--- src/include/cfecr_pkg.sv ---
package cfecr_pkg;
   // register offsets
   localparam logic [7:0] OFF_OFFSET = 8'h1B;
   localparam logic [7:0] OFF_TEST   = 8'h1C;
   localparam logic [7:0] OFF_SLICER = 8'h1D;
   localparam logic [7:0] OFF_INPWR  = 8'h1E;
   localparam logic [7:0] OFF_OUTFMT = 8'h1F;
   localparam logic [7:0] OFF_ACTIV  = 8'h24;
   // reset values
   localparam logic [7:0] RST_OFFSET = 8'h5B;
   localparam logic [7:0] RST_TEST   = 8'hFF;
   localparam logic [7:0] RST_SLICER = 8'h78;
   localparam logic [7:0] RST_INPWR  = 8'h20;
   localparam logic [7:0] RST_OUTFMT = 8'h94;
   // offset update control fields
   localparam int AO_EN_BIT  = 5;
   localparam int AO_UPD_LSB = 3;
   // slicer control fields
   localparam int SL_THR_LSB = 3;
   localparam int SL_POL_BIT = 2;
   localparam int SL_SEL_LSB = 0;
   // input and power control fields
   localparam int IP_OVR_BIT  = 7;
   localparam int IP_CHAN_BIT = 6;
   localparam int IP_BW_BIT   = 5;
   localparam int IP_AUTO_BIT = 4;
   localparam int IP_PD_BIT   = 3;
   localparam int IP_PPOL_BIT = 2;
   localparam int IP_FAST_BIT = 1;
   localparam int IP_TRI_BIT  = 0;
   // output format fields
   localparam int OF_FMT_LSB = 5;
   localparam int OF_PRI_BIT = 4;
   localparam int OF_SEC_BIT = 3;
   // activity status bit positions
   localparam int ST_H0_BIT = 7;
   localparam int ST_H1_BIT = 6;
   localparam int ST_S0_BIT = 3;
   localparam int ST_S1_BIT = 2;
   // update interval codes and event counts
   localparam logic [1:0] UPD_3CLMP   = 2'h0;
   localparam logic [1:0] UPD_48CLMP  = 2'h1;
   localparam logic [1:0] UPD_192CLMP = 2'h2;
   localparam logic [1:0] UPD_3VSYNC  = 2'h3;
   localparam logic [7:0] CNT_3   = 8'h03;
   localparam logic [7:0] CNT_48  = 8'h30;
   localparam logic [7:0] CNT_192 = 8'hC0;
   // slicer output sources
   localparam logic [1:0] SRC_RAWSOG = 2'h0;
   localparam logic [1:0] SRC_RAWHS  = 2'h1;
   localparam logic [1:0] SRC_REGEN  = 2'h2;
   localparam logic [1:0] SRC_FILT   = 2'h3;
   // output format codes and pin counts
   localparam logic [2:0] FMT_444 = 3'h4;
   localparam logic [2:0] FMT_422 = 3'h5;
   localparam logic [2:0] FMT_DDR = 3'h6;
   localparam logic [4:0] PINS_FULL = 5'h1E;
   localparam logic [4:0] PINS_422  = 5'h14;
   // activity timeout: quiet this long clears a bit
   localparam int CLK_MHZ        = 10;
   localparam int ACT_TIMEOUT_US = 100;
   localparam int ACT_CNT_W      = 10;
   localparam logic [ACT_CNT_W-1:0] ACT_CYC =
      ACT_CNT_W'(ACT_TIMEOUT_US * CLK_MHZ);
   // synchronised sync pins: h0, h1, sog0, sog1
   localparam int NUM_SYNC = 4;
endpackage
--- src/include/cfecr_act_if.sv ---
`timescale 1ns/10ps
// carries synchronised sync levels and their activity
interface cfecr_act_if;
   logic [3:0] syncLvl;  // synchronised sync pins
   logic [3:0] active;   // activity seen per pin
   modport src (output syncLvl, input active);
   modport det (input syncLvl, output active);
endinterface // cfecr_act_if

--- src/hdl/cfecr_act_det.sv ---
`timescale 1ns/10ps
// per-pin activity detector for the sync inputs
module cfecr_act_det (
   input wire logic   sys_clk,
   input wire logic   rst_n,
   cfecr_act_if.det   act
);
   genvar i;
   // one detector per sync pin
   generate
      for (i = 0; i < cfecr_pkg::NUM_SYNC; i++) begin : g_det
         logic                           prev_r;  // last level
         logic [cfecr_pkg::ACT_CNT_W-1:0] quiet_r; // cycles idle
         logic                           act_r;   // activity flag
         // an edge restarts the quiet count and sets activity
         always_ff @(posedge sys_clk or negedge rst_n) begin
            if (!rst_n) begin
               prev_r  <= 1'b0;
               quiet_r <= '0;
               act_r   <= 1'b0;
            end else begin
               prev_r <= act.syncLvl[i];
               if (prev_r != act.syncLvl[i]) begin
                  quiet_r <= '0;
                  act_r   <= 1'b1;
               end else if (quiet_r == cfecr_pkg::ACT_CYC) begin
                  act_r <= 1'b0;
               end else begin
                  quiet_r <= quiet_r + 1'b1;
               end
            end
         end
         assign act.active[i] = act_r;
      end
   endgenerate
endmodule // cfecr_act_det

--- src/hdl/cfecr_top.sv ---
// Strobed register access was decided locally.
`timescale 1ns/10ps
// control register bank of the capture front end
module cfecr_top (
   input  wire logic       sys_clk,
   input  wire logic       rst_n,
   // register port
   input  wire logic [7:0] regAddr,
   input  wire logic [7:0] regWdata,
   input  wire logic       regWr,
   input  wire logic       regRd,
   output logic      [7:0] regRdata,
   // pins from outside
   input  wire logic [1:0] horizSyncInput,
   input  wire logic [1:0] greenSyncInput,
   input  wire logic       powerDownPin,
   // internal sync processing events, same clock
   input  wire logic       clampPulse,
   input  wire logic       vsyncPulse,
   input  wire logic       regenHsync,
   input  wire logic       filtHsync,
   // slicer output pin
   output logic            slicerOutputPin,
   output logic            slicerOutputPinOe,
   output logic      [4:0] slicerThresh,
   // input control
   output logic            chanSel,
   output logic            bwHigh,
   // power and output control
   output logic            coreSleep,
   output logic            priOe,
   output logic            secOe,
   output logic      [2:0] outFormat,
   output logic      [4:0] dataPinCnt,
   output logic            ddrRgb,
   output logic            blueSecondary,
   // auto-offset loop
   output logic            autoOffsetEn,
   output logic            offsetUpdate
);

   // stored registers
   logic [7:0] offCtl_r;   // offset update control
   logic [7:0] testCfg_r;  // test configuration
   logic [7:0] slcCtl_r;   // slicer control
   logic [7:0] inPwr_r;    // input and power control
   logic [7:0] outFmt_r;   // output format control
   logic [7:0] rdata_r;    // read data register

   // pin synchronisers: h0, h1, sog0, sog1, power-down pin
   logic [4:0] syncA_r;    // first stage, read only by second
   logic [4:0] syncB_r;    // second stage, usable

   // auto-offset loop state
   logic [7:0] aoCnt_r;    // events seen since last update
   logic [7:0] aoTgt;      // events per update
   logic       aoEvt;      // counted event this cycle
   logic       aoPulse_r;  // update strobe

   // channel choice
   logic       autoCh_r;   // automatically chosen channel
   logic       chan_r;     // channel in use

   // power state
   logic       pinAct;     // power-down pin asserted
   logic       pdReq;      // power-down requested
   logic       sleep_r;    // core powered down
   logic       priOe_r;    // primary outputs driven
   logic       secOe_r;    // secondary outputs driven

   // slicer output path
   logic       slcSrc;     // selected source
   logic       slcOut_r;   // pin level
   logic       slcOe_r;    // pin drive enable

   // output format decode
   logic [2:0] fmtCode;    // raw format field
   logic [2:0] fmt_r;      // format in force
   logic [4:0] pins_r;     // data pins in use
   logic       ddr_r;      // rgb on both clock edges
   logic       blue2_r;    // blue pins carry secondary

   // activity detector link
   cfecr_act_if actIf ();
   logic [3:0]  act;       // activity flags

   // activity detector on the synchronised sync pins
   cfecr_act_det u_act (
      .sys_clk (sys_clk),
      .rst_n   (rst_n),
      .act     (actIf.det)
   );
   assign actIf.syncLvl = syncB_r[3:0];
   assign act           = actIf.active;

   // two-stage synchroniser for every pin input
   always_ff @(posedge sys_clk or negedge rst_n) begin
      if (!rst_n) begin
         syncA_r <= 5'h00;
         syncB_r <= 5'h00;
      end else begin
         syncA_r <= {powerDownPin, greenSyncInput, horizSyncInput};
         syncB_r <= syncA_r;
      end
   end

   // register writes; each of the five control offsets is an ordinary store
   always_ff @(posedge sys_clk or negedge rst_n) begin
      if (!rst_n) begin
         offCtl_r  <= cfecr_pkg::RST_OFFSET;
         testCfg_r <= cfecr_pkg::RST_TEST;
         slcCtl_r  <= cfecr_pkg::RST_SLICER;
         inPwr_r   <= cfecr_pkg::RST_INPWR;
         outFmt_r  <= cfecr_pkg::RST_OUTFMT;
      end else if (regWr) begin
         case (regAddr)
            cfecr_pkg::OFF_OFFSET: begin
               offCtl_r <= regWdata;
            end
            cfecr_pkg::OFF_TEST: begin
               testCfg_r <= regWdata;
            end
            cfecr_pkg::OFF_SLICER: begin
               slcCtl_r <= regWdata;
            end
            cfecr_pkg::OFF_INPWR: begin
               inPwr_r <= regWdata;
            end
            cfecr_pkg::OFF_OUTFMT: begin
               outFmt_r <= regWdata;
            end
            // status and unmapped offsets ignore writes
            default: begin
            end
         endcase
      end
   end

   // read data stand one cycle after the strobe, else zero
   always_ff @(posedge sys_clk or negedge rst_n) begin
      if (!rst_n) begin
         rdata_r <= 8'h00;
      end else if (regRd) begin
         case (regAddr)
            cfecr_pkg::OFF_OFFSET: begin
               rdata_r <= offCtl_r;
            end
            cfecr_pkg::OFF_TEST: begin
               rdata_r <= testCfg_r;
            end
            cfecr_pkg::OFF_SLICER: begin
               rdata_r <= slcCtl_r;
            end
            cfecr_pkg::OFF_INPWR: begin
               rdata_r <= inPwr_r;
            end
            cfecr_pkg::OFF_OUTFMT: begin
               rdata_r <= outFmt_r;
            end
            // live activity flags, other bits read zero
            cfecr_pkg::OFF_ACTIV: begin
               rdata_r <= 8'h00;
               rdata_r[cfecr_pkg::ST_H0_BIT] <= act[0];
               rdata_r[cfecr_pkg::ST_H1_BIT] <= act[1];
               rdata_r[cfecr_pkg::ST_S0_BIT] <= act[2];
               rdata_r[cfecr_pkg::ST_S1_BIT] <= act[3];
            end
            // unmapped offsets read zero
            default: begin
               rdata_r <= 8'h00;
            end
         endcase
      end else begin
         rdata_r <= 8'h00;
      end
   end

   // events per update and which event is counted
   always_comb begin
      case (offCtl_r[cfecr_pkg::AO_UPD_LSB +: 2])
         cfecr_pkg::UPD_3CLMP: begin
            aoTgt = cfecr_pkg::CNT_3;
            aoEvt = clampPulse;
         end
         cfecr_pkg::UPD_48CLMP: begin
            aoTgt = cfecr_pkg::CNT_48;
            aoEvt = clampPulse;
         end
         cfecr_pkg::UPD_192CLMP: begin
            aoTgt = cfecr_pkg::CNT_192;
            aoEvt = clampPulse;
         end
         // every third vertical sync
         default: begin
            aoTgt = cfecr_pkg::CNT_3;
            aoEvt = vsyncPulse;
         end
      endcase
   end

   // update counter; idle and cleared while auto-offset is off
   always_ff @(posedge sys_clk or negedge rst_n) begin
      if (!rst_n) begin
         aoCnt_r   <= 8'h00;
         aoPulse_r <= 1'b0;
      end else if (!offCtl_r[cfecr_pkg::AO_EN_BIT]) begin
         aoCnt_r   <= 8'h00;
         aoPulse_r <= 1'b0;
      end else if (aoEvt) begin
         // a shortened interval fires on the next counted event, never wraps
         if (aoCnt_r >= aoTgt - 8'h01) begin
            aoCnt_r   <= 8'h00;
            aoPulse_r <= 1'b1;
         end else begin
            aoCnt_r   <= aoCnt_r + 8'h01;
            aoPulse_r <= 1'b0;
         end
      end else begin
         aoPulse_r <= 1'b0;
      end
   end

   // automatic channel: first with any sync activity, else hold
   always_ff @(posedge sys_clk or negedge rst_n) begin
      if (!rst_n) begin
         autoCh_r <= 1'b0;
      end else if (act[0] | act[2]) begin
         autoCh_r <= 1'b0;
      end else if (act[1] | act[3]) begin
         autoCh_r <= 1'b1;
      end
   end

   // channel in use: override hands the choice to software
   always_ff @(posedge sys_clk or negedge rst_n) begin
      if (!rst_n) begin
         chan_r <= 1'b0;
      end else if (inPwr_r[cfecr_pkg::IP_OVR_BIT]) begin
         chan_r <= inPwr_r[cfecr_pkg::IP_CHAN_BIT];
      end else begin
         chan_r <= autoCh_r;
      end
   end

   // pin polarity matters only under manual control
   assign pinAct = inPwr_r[cfecr_pkg::IP_PPOL_BIT] ?
                   syncB_r[4] : ~syncB_r[4];

   // power-down request from the selected control source
   always_comb begin
      if (inPwr_r[cfecr_pkg::IP_AUTO_BIT]) begin
         pdReq = ~(|act);
      end else begin
         pdReq = inPwr_r[cfecr_pkg::IP_PD_BIT] | pinAct;
      end
   end

   // core sleep and data output enables
   always_ff @(posedge sys_clk or negedge rst_n) begin
      if (!rst_n) begin
         sleep_r <= 1'b0;
         priOe_r <= 1'b0;
         secOe_r <= 1'b0;
      end else begin
         // fast switching keeps the core awake, outputs still off
         sleep_r <= pdReq & ~inPwr_r[cfecr_pkg::IP_FAST_BIT];
         priOe_r <= outFmt_r[cfecr_pkg::OF_PRI_BIT] & ~pdReq;
         secOe_r <= outFmt_r[cfecr_pkg::OF_SEC_BIT] & ~pdReq;
      end
   end

   // slicer output source for the channel in use
   always_comb begin
      case (slcCtl_r[cfecr_pkg::SL_SEL_LSB +: 2])
         cfecr_pkg::SRC_RAWSOG: begin
            slcSrc = chan_r ? syncB_r[3] : syncB_r[2];
         end
         cfecr_pkg::SRC_RAWHS: begin
            slcSrc = chan_r ? syncB_r[1] : syncB_r[0];
         end
         cfecr_pkg::SRC_REGEN: begin
            slcSrc = regenHsync;
         end
         default: begin
            slcSrc = filtHsync;
         end
      endcase
   end

   // slicer pin level and drive; sources are active-high pulses
   always_ff @(posedge sys_clk or negedge rst_n) begin
      if (!rst_n) begin
         slcOut_r <= 1'b1;
         slcOe_r  <= 1'b1;
      end else begin
         // negative-going when the polarity bit is clear
         slcOut_r <= slcCtl_r[cfecr_pkg::SL_POL_BIT] ?
                     slcSrc : ~slcSrc;
         slcOe_r  <= ~(pdReq & inPwr_r[cfecr_pkg::IP_TRI_BIT]);
      end
   end

   assign fmtCode = outFmt_r[cfecr_pkg::OF_FMT_LSB +: 3];

   // output format decode; reserved codes behave as 4:4:4 rgb
   always_ff @(posedge sys_clk or negedge rst_n) begin
      if (!rst_n) begin
         fmt_r   <= cfecr_pkg::FMT_444;
         pins_r  <= cfecr_pkg::PINS_FULL;
         ddr_r   <= 1'b0;
         blue2_r <= 1'b0;
      end else begin
         case (fmtCode)
            cfecr_pkg::FMT_422: begin
               fmt_r   <= fmtCode;
               pins_r  <= cfecr_pkg::PINS_422;
               ddr_r   <= 1'b0;
               blue2_r <= 1'b1;
            end
            cfecr_pkg::FMT_DDR: begin
               fmt_r   <= fmtCode;
               pins_r  <= cfecr_pkg::PINS_FULL;
               ddr_r   <= 1'b1;
               blue2_r <= 1'b1;
            end
            default: begin
               fmt_r   <= cfecr_pkg::FMT_444;
               pins_r  <= cfecr_pkg::PINS_FULL;
               ddr_r   <= 1'b0;
               blue2_r <= 1'b0;
            end
         endcase
      end
   end

   // outputs, each straight from a flip-flop
   assign regRdata          = rdata_r;
   assign slicerOutputPin   = slcOut_r;
   assign slicerOutputPinOe = slcOe_r;
   assign slicerThresh      = slcCtl_r[cfecr_pkg::SL_THR_LSB +: 5];
   assign chanSel           = chan_r;
   assign bwHigh            = inPwr_r[cfecr_pkg::IP_BW_BIT];
   assign coreSleep         = sleep_r;
   assign priOe             = priOe_r;
   assign secOe             = secOe_r;
   assign outFormat         = fmt_r;
   assign dataPinCnt        = pins_r;
   assign ddrRgb            = ddr_r;
   assign blueSecondary     = blue2_r;
   assign autoOffsetEn      = offCtl_r[cfecr_pkg::AO_EN_BIT];
   assign offsetUpdate      = aoPulse_r;

endmodule // cfecr_top

--- config.mk ---
export PLATFORM = sky130hd
export DESIGN_NAME = cfecr_top
export DESIGN_NICKNAME = d
export VERILOG_FILES = /design/src/include/cfecr_pkg.sv /design/src/include/cfecr_act_if.sv /design/src/hdl/cfecr_act_det.sv /design/src/hdl/cfecr_top.sv
export SDC_FILE = /design/constraint.sdc
export NUM_CORES = 1
export LEC_CHECK = 0
export ABC_AREA = 1
export BUFFER_PORTS_ARGS = -buffer_cell sky130_fd_sc_hd__buf_4
export CAP_MARGIN = 20
export CORE_AREA = 3 3 107 109
export DETAILED_ROUTE_END_ITERATION = 12
export DIE_AREA = 0 0 110 112
export PLACE_DENSITY = 0.77
export SYNTH_ARGS = -nofsm -noshare
export SYNTH_HDL_FRONTEND = slang
export SYNTH_SLANG_ARGS = --single-unit
export TNS_END_PERCENT = 5
--- constraint.sdc ---
create_clock -name sys_clk -period 2.5 [get_ports sys_clk]
set_clock_uncertainty 0.05 [all_clocks]
set_input_delay 0.25 -clock sys_clk [delete_from_list [all_inputs] [get_ports sys_clk]]
set_output_delay 0.25 -clock sys_clk [all_outputs]
set_load 0.03 [all_outputs]
### Yosys cells after proc, flatten, opt, wreduce, memory -nomap -nowiden

Index checks and enable logic that the tools add are counted.

| storage, ports and cells | value |
|---|---|
| bits in registers | 132 |
| input port bits | 29 |
| output and inout port bits | 32 |
| word-level logic and storage cells | 132 |

| cells by class | value |
|---|---|
| add/subtract/negate cells | 6 |
| magnitude comparators | 1 |
| equality and inequality tests | 25 |
| multiplexer cells | 39 |
| bitwise logic cells | 13 |
| reduce and logical (&&, ||, !) cells | 15 |

Operator list:

| operator | count |
|---|---|
| 10-bit 2-to-1 mux | 8 |
| 8-bit one-hot mux with 6 select lines | 1 |
| 10-bit by 1-bit adder with 10-bit output (second input constant) | 4 |
| 10-bit == test (second input constant) | 4 |
| 8-bit by 5-bit == test with 1-bit output (second input constant) | 5 |
| 8-bit 2-to-1 mux | 4 |
| 1-bit 2-to-1 mux | 22 |
| 8-bit one-hot mux with 2 select lines | 1 |
| 2-bit by 1-bit inequality test with 1-bit output (second input constant) | 5 |
| 2-bit AND reduction | 5 |
| 2-bit nonzero test | 5 |
| 8-bit by 1-bit adder with 8-bit output (second input constant) | 1 |
| 8-bit by 6-bit == test with 1-bit output (second input constant) | 1 |
| 8-bit >= comparator | 1 |
| 8-bit by 1-bit subtractor with 8-bit output (second input constant) | 1 |
| 3-bit == test (second input constant) | 2 |
| 1-bit inverter | 6 |
| 1-bit AND | 4 |
| 2-bit by 1-bit == test with 1-bit output (second input constant) | 2 |
| 2-bit == test (second input constant) | 2 |
| 2-bit logical NOT | 2 |
| 4-bit 2-to-1 mux | 1 |
| 1-bit inequality test | 4 |
| 4-bit OR reduction | 1 |
| 5 further kinds | 7 |

### Depth between registers and ports, before layout

| depth | value |
|---|---|
| depth after elaboration | 7 |
| mapped depth | 12 |
| mapped depth without buffers | 12 |

### By module

Synthesis repeated with hierarchy kept, for this count alone.

| second synthesis, totals | value |
|---|---|
| cell total of the unflattened synthesis | 769 |
| area total of the unflattened synthesis | 6592.6 µm² |

Modules (own cells, without submodules):

| module | times used | cells each | area each (µm²) |
|---|---|---|---|
| cfecr_top | 1 | 442 | 3921.3 |
| cfecr_act_det | 1 | 327 | 2671.3 |

### Least setup slack after synthesis

Ideal clock, no wire load.

| timing | value |
|---|---|
| kind | reg2reg |
| start point | register offCtl_r[3] |
| end point | register aoCnt_r[0] |
| library setup time | 0.117 ns |
| arrival | 1.758 ns |
| required time | 2.333 ns |
| slack | 0.574 ns |
| cell stages (with the launch flop) | 12 |
| buffers on the path | 0 |
| clock period less this slack | 1.926 ns |
| cells stage by stage | dfstp_2 -> inv_1 -> ha_1 -> ha_1 -> nand2_1 -> inv_1 -> nand2_1 -> nor2_1 -> nand2_1 -> and2_1 -> nand3_1 -> nand2_1 |

| on the way | value |
|---|---|
| word-level cells in the longest chain between the ends | 7 |

Ends and longest elaborated chain:

| what | line | source |
|---|---|---|
| from (decl) | cfecr_top.sv:43 | `logic [7:0] offCtl_r;` |
| from (signal assigned) | cfecr_top.sv:110 | `offCtl_r <= cfecr_pkg::RST_OFFSET;` |
| from (signal assigned) | cfecr_top.sv:118 | `offCtl_r <= regWdata;` |
| 2-bit == test / 2-bit by 1-bit == test with 1-bit output (equally long branches) | cfecr_top.sv:180 | `case (offCtl_r[cfecr_pkg::AO_UPD_LSB +: 2])` |
| 8-bit one-hot mux with 2 select lines | cfecr_top.sv:180 |  |
| 8-bit by 1-bit subtractor with 8-bit output | cfecr_top.sv:211 | `if (aoCnt_r >= aoTgt - 8'h01) begin` |
| 8-bit >= comparator | cfecr_top.sv:211 |  |
| 8-bit 2-to-1 mux | cfecr_top.sv:211 |  |
| 8-bit 2-to-1 mux | cfecr_top.sv:209 | `end else if (aoEvt) begin` |
| 8-bit 2-to-1 mux | cfecr_top.sv:206 | `end else if (!offCtl_r[cfecr_pkg::AO_EN_BIT]) begin` |
| to (signal assigned) | cfecr_top.sv:215 | `aoCnt_r <= aoCnt_r + 8'h01;` |
| to (decl) | cfecr_top.sv:55 | `logic [7:0] aoCnt_r;` |

Parallel ways exist; a longest one is shown, timed or not. The select of a mux whose other input is x is not followed.
A chain may end at the register's enable or synchronous reset.

### Final worst setup path

| timing | value |
|---|---|
| start point | register offCtl_r[3] |
| end point | register aoCnt_r[4] |

The elaborated chain is that of the path after synthesis.

==> run summary <==
The flow ran to the end, and the final reports show no timing, DRC or antenna violations. In the routed design, unresolved DRC markers number 0. For this run, the post-layout net count is 824. The clock sink count is 128. The worst setup path is launched from a flip-flop. A synthesized cell averages ~8.8 sq um. The sequential element share of the synthesized area is 0.5237. Detailed routing inserted a total of 4,999 vias.

The later-pin clock latency in the skew report came out at 0.52 ns. In this run the deepest clock path goes through 2 buffers. The post-detailed-placement half-perimeter wirelength came out at 9476 um. The delay of the slowest cell on the worst path came out at 0.57 ns.

The post-synthesis simple-gate area fraction is 0.2530. On the final layout, the worst hold slack is 0.02030 ns. The fraction of the cycle the final worst path needs came out at 0.8929. The clock tree from TritonCTS is built. The multiplexer fraction of the synthesized cell area is 0. The startpoint of the most critical register-to-register path is offCtl_r[3]. The routed wire length is 13,900 um. For this run, the number of Yosys warnings is 0. By area, the combinational part of the netlist is dominated by simple AND/OR/NAND/NOR gates.

The cell area after synthesis is 6176 sq um. The global-route usage over all layers is 0.2430. The count of input and output buffers came out at between 50 and 60. Of the total synthesized cell area, the portion taken by XOR and XNOR cells is 0.02553. The library cells used most frequently in the layout, excluding fill and tap cells, are 137 x sky130_fd_sc_hd__nand2_1, 103 x sky130_fd_sc_hd__dfrtp_1, 85 x sky130_fd_sc_hd__nand3_1. Synthesis produced 698 cells. The worst-path maximum fanout came out at 4. Summed over all cells, the static leakage comes to 0.003583 uW. After floorplanning, the core was divided into 38 placement rows. The start point of the critical path is offCtl_r[3].

After routing, the total negative slack on setup checks comes to 0 ns. In this run the tightest slew margin relative to its limit is 0.6177. The number of setup violations in the final report is 0. The type of element capturing the critical path is a flip-flop. The share of cells above drive strength 1 is 0.1962. The die area is 12,320 sq um. Setup repair after global routing left no endpoint under its margin.

In this run the vertical extent of the chip is 112 um. The effective utilization at floorplan is 0.5773. 61 I/O pins were placed. The pre-CTS setup slack came out at 0.3374 ns. The arrival time reported for the critical path endpoint is 2.62 ns. The post-detailed-route via-to-cell ratio came out at approximately 5.4.

The maximum ir drop on the vdd rail is 0.0006184 V. Counting flops and latches in the post-synthesis netlist gives 128. The via count of the first global-routing pass came out at 4,908. The die width is 110 um.

The total iterations of the first detailed-routing run came out at 5. The fmax came out at roughly 450 MHz. In this run the register-to-register setup slack is 0.27 ns.

The number of pins exceeding their max-slew limit in the final report is 0. The hold violation total from the final report is 0. Entering global routing, the biggest net connects 54 pins. The most critical setup path has its endpoint at aoCnt_r[4]. Setup slack on the critical path of the routed design comes to 0.2678 ns. The critical setup path kind is reg2reg. Leaving out fill and tap cells, the most frequent cell in the layout is sky130_fd_sc_hd__nand2_1.

The clock edge transition at the registers on the reported setup and hold paths is ~0.06 ns. The number of enable-type register cells in the synthesized netlist is 0. The global-route wire length before repair is 23,120 um. The number of violations reported at the end of detailed-routing iteration 0 came out at approximately 330. The type of the tightest min-delay check is in2reg.

The number of distinct standard cells referenced by the synthesized netlist is 36. The minimum clock period came out at 2.232 ns. The number of antenna cells inserted is 0.

The remaining number of nets flagged by the antenna check after routing is 0. The worst register-to-register path ends at aoCnt_r[4]. The remaining global-route overflow is 0.

The worst-margin pin slew is about 0.57 ns. The deepest level of the CTS H-tree is 4. The number of antenna violations at the first check in global routing came out at 0. The utilization of the core after routing is 0.7002. The number of post-CTS setup repair buffers is 0. The signal on the critical path passes through inv_1 -> ha_1 -> ha_1 -> nand2_1 -> nand2_1 -> a21oi_1 -> nand3_1 -> a21oi_1.

The tree is rooted in a sky130_fd_sc_hd__clkbuf_8. The weighted congestion at the end of routability-driven global placement is 0.9070. The worst-path cell with the longest stage delay is sky130_fd_sc_hd__dfstp_2.

Across the run, the number of max-cap violations was 0. The area added between synthesis and finish came out at 21.29%. Dividing the detail-routed wire length by the instance count gives 14.95 um. The share of synthesized registers carrying an async set or reset came out at 1.000.

The share of the synthesized area in compound gates (AO/OA/AOI/OAI) was 0.08671. Of the total synthesized cell area, the portion taken by full adders, half adders and majority gates is 0.03647. Data on the critical path is required at its endpoint by 2.89 ns. The number of cell instances on the worst register-to-register path is 8. The number of buffers created by CTS came out at 17. The floorplan step defined a core boundary enclosing 10,700 sq um. For this run, the leading register cell type out of synthesis is sky130_fd_sc_hd__dfrtp_1.

For this design the ratio of total power to cell area is 758.2 nW/um^2.
layer usage:
layer  track usage  vias to the layer above  part of all wire
met5             0                        -                 0
met4       0.09559                        0             0.020
met3       0.05681                       25             0.055
met2        0.3843                      154              0.48
met1        0.3233                     2409              0.45
li1              -                     2411                 -
worst min path at each step:
stage / startpoint / cells after the start / to / slack (ns)
2_1_floorplan: rst_n / 0 / aoCnt_r[0] / -0.1
5_1_grt: regRd / 3 / regRdata[2] / 0.04
3_3_place_gp: rst_n / 1 / syncA_r[3] / 0.15
3_5_place_dp: rst_n / 1 / syncA_r[3] / 0.15
4_1_cts: regRd / 3 / regRdata[2] / 0.006
6_report: regRd / 3 / regRdata[4] / 0.02
sequential cells by signal, indices dropped and copies added, names as in the netlist, 3 cells and up:
signal               count
u_act.g_det.act_r        4
aoCnt_r                  8
u_act.g_det.quiet_r     40
outFmt_r                 8
syncB_r                  5
u_act.g_det.prev_r       4
inPwr_r                  8
syncA_r                  5
offCtl_r                 8
testCfg_r                8
slcCtl_r                 8
regRdata                 8
outFormat                3
synthesized netlist by cell type, types with 3 or more instances:
| master | instances | share of area |
|---|---|---|
| sky130_fd_sc_hd__nand2_1 | 137 | 0.083 |
| sky130_fd_sc_hd__dfrtp_1 | 103 | 0.42 |
| sky130_fd_sc_hd__nand3_1 | 85 | 0.069 |
| sky130_fd_sc_hd__inv_1 | 81 | 0.049 |
| sky130_fd_sc_hd__nor2_1 | 69 | 0.042 |
| sky130_fd_sc_hd__dfstp_2 | 25 | 0.11 |
| sky130_fd_sc_hd__a21oi_1 | 23 | 0.019 |
| sky130_fd_sc_hd__o21ai_0 | 23 | 0.019 |
| sky130_fd_sc_hd__o21ai_1 | 20 | 0.016 |
| sky130_fd_sc_hd__ha_1 | 18 | 0.036 |
| sky130_fd_sc_hd__xor2_1 | 13 | 0.018 |
| sky130_fd_sc_hd__nor3_1 | 12 | 0.0097 |
| sky130_fd_sc_hd__o21a_1 | 11 | 0.013 |
| sky130_fd_sc_hd__o21ai_2 | 11 | 0.016 |
| sky130_fd_sc_hd__buf_4 | 9 | 0.011 |
| sky130_fd_sc_hd__nand4_1 | 9 | 0.0091 |
| sky130_fd_sc_hd__nor2_4 | 6 | 0.011 |
| sky130_fd_sc_hd__buf_2 | 5 | 0.0041 |
| sky130_fd_sc_hd__inv_2 | 5 | 0.0030 |
| sky130_fd_sc_hd__xnor2_1 | 5 | 0.0071 |
| sky130_fd_sc_hd__nand2_2 | 4 | 0.0041 |
| sky130_fd_sc_hd__a31oi_1 | 3 | 0.0030 |
| sky130_fd_sc_hd__buf_6 | 3 | 0.0055 |
where the power goes:
group / internal, uW / total [uW] / switching (uW)
combinational: 231 / 626 / 395
sequential: 2220 / 2340 / 122
clock: 1840 / 2720 / 875
total: 4290 / 5680 / 1390
area by class of cell:
cell class                      instances  area, sq um
Fill cell                             803         3207
Timing Repair Buffer                   76        613.1
Clock buffer                           21        439.2
Clock inverter                         11        210.2
Tap cell                              140        175.2
Inverter                               86        322.8
Sequential cell                       128         3234
Multi-Input combinational cell        468         2496
worst max-delay path, delay by kind of cell, from the launching register on:
| family | cells | cell delay [ns] |
|---|---|---|
| buffers and inverters | 1 | 0.10 |
| DFF | 1 | 0.57 |
| and+or+nand+nor | 3 | 0.33 |
| adders and majority gates | 2 | 0.66 |
| AOI/OAI and AO/OA | 2 | 0.44 |
kinds of logic after synthesis:
logic type | Yosys count
buf+inv | 104
fa+ha+maj | 18
flops | 128
compound gates | 92
simple gates | 336
xor+xnor | 18
other cells | 2
through the flow:
step	cell area (sq um)	std cells	total power [uW]
5_1_grt	7491	930	5899
3_3_place_gp	6721	886	2935
2_1_floorplan	6183	700	2733
3_5_place_dp	6721	886	2969
4_1_cts	7491	930	5720
6_report	7491	930	5680
what timing repair did:
action | in CTS | in global routing
hold buffers | 12 | 0
gates resized for setup | 0 | 0
hold endpoints to repair | 83 | 0
(Power assumes the default switching activity.)
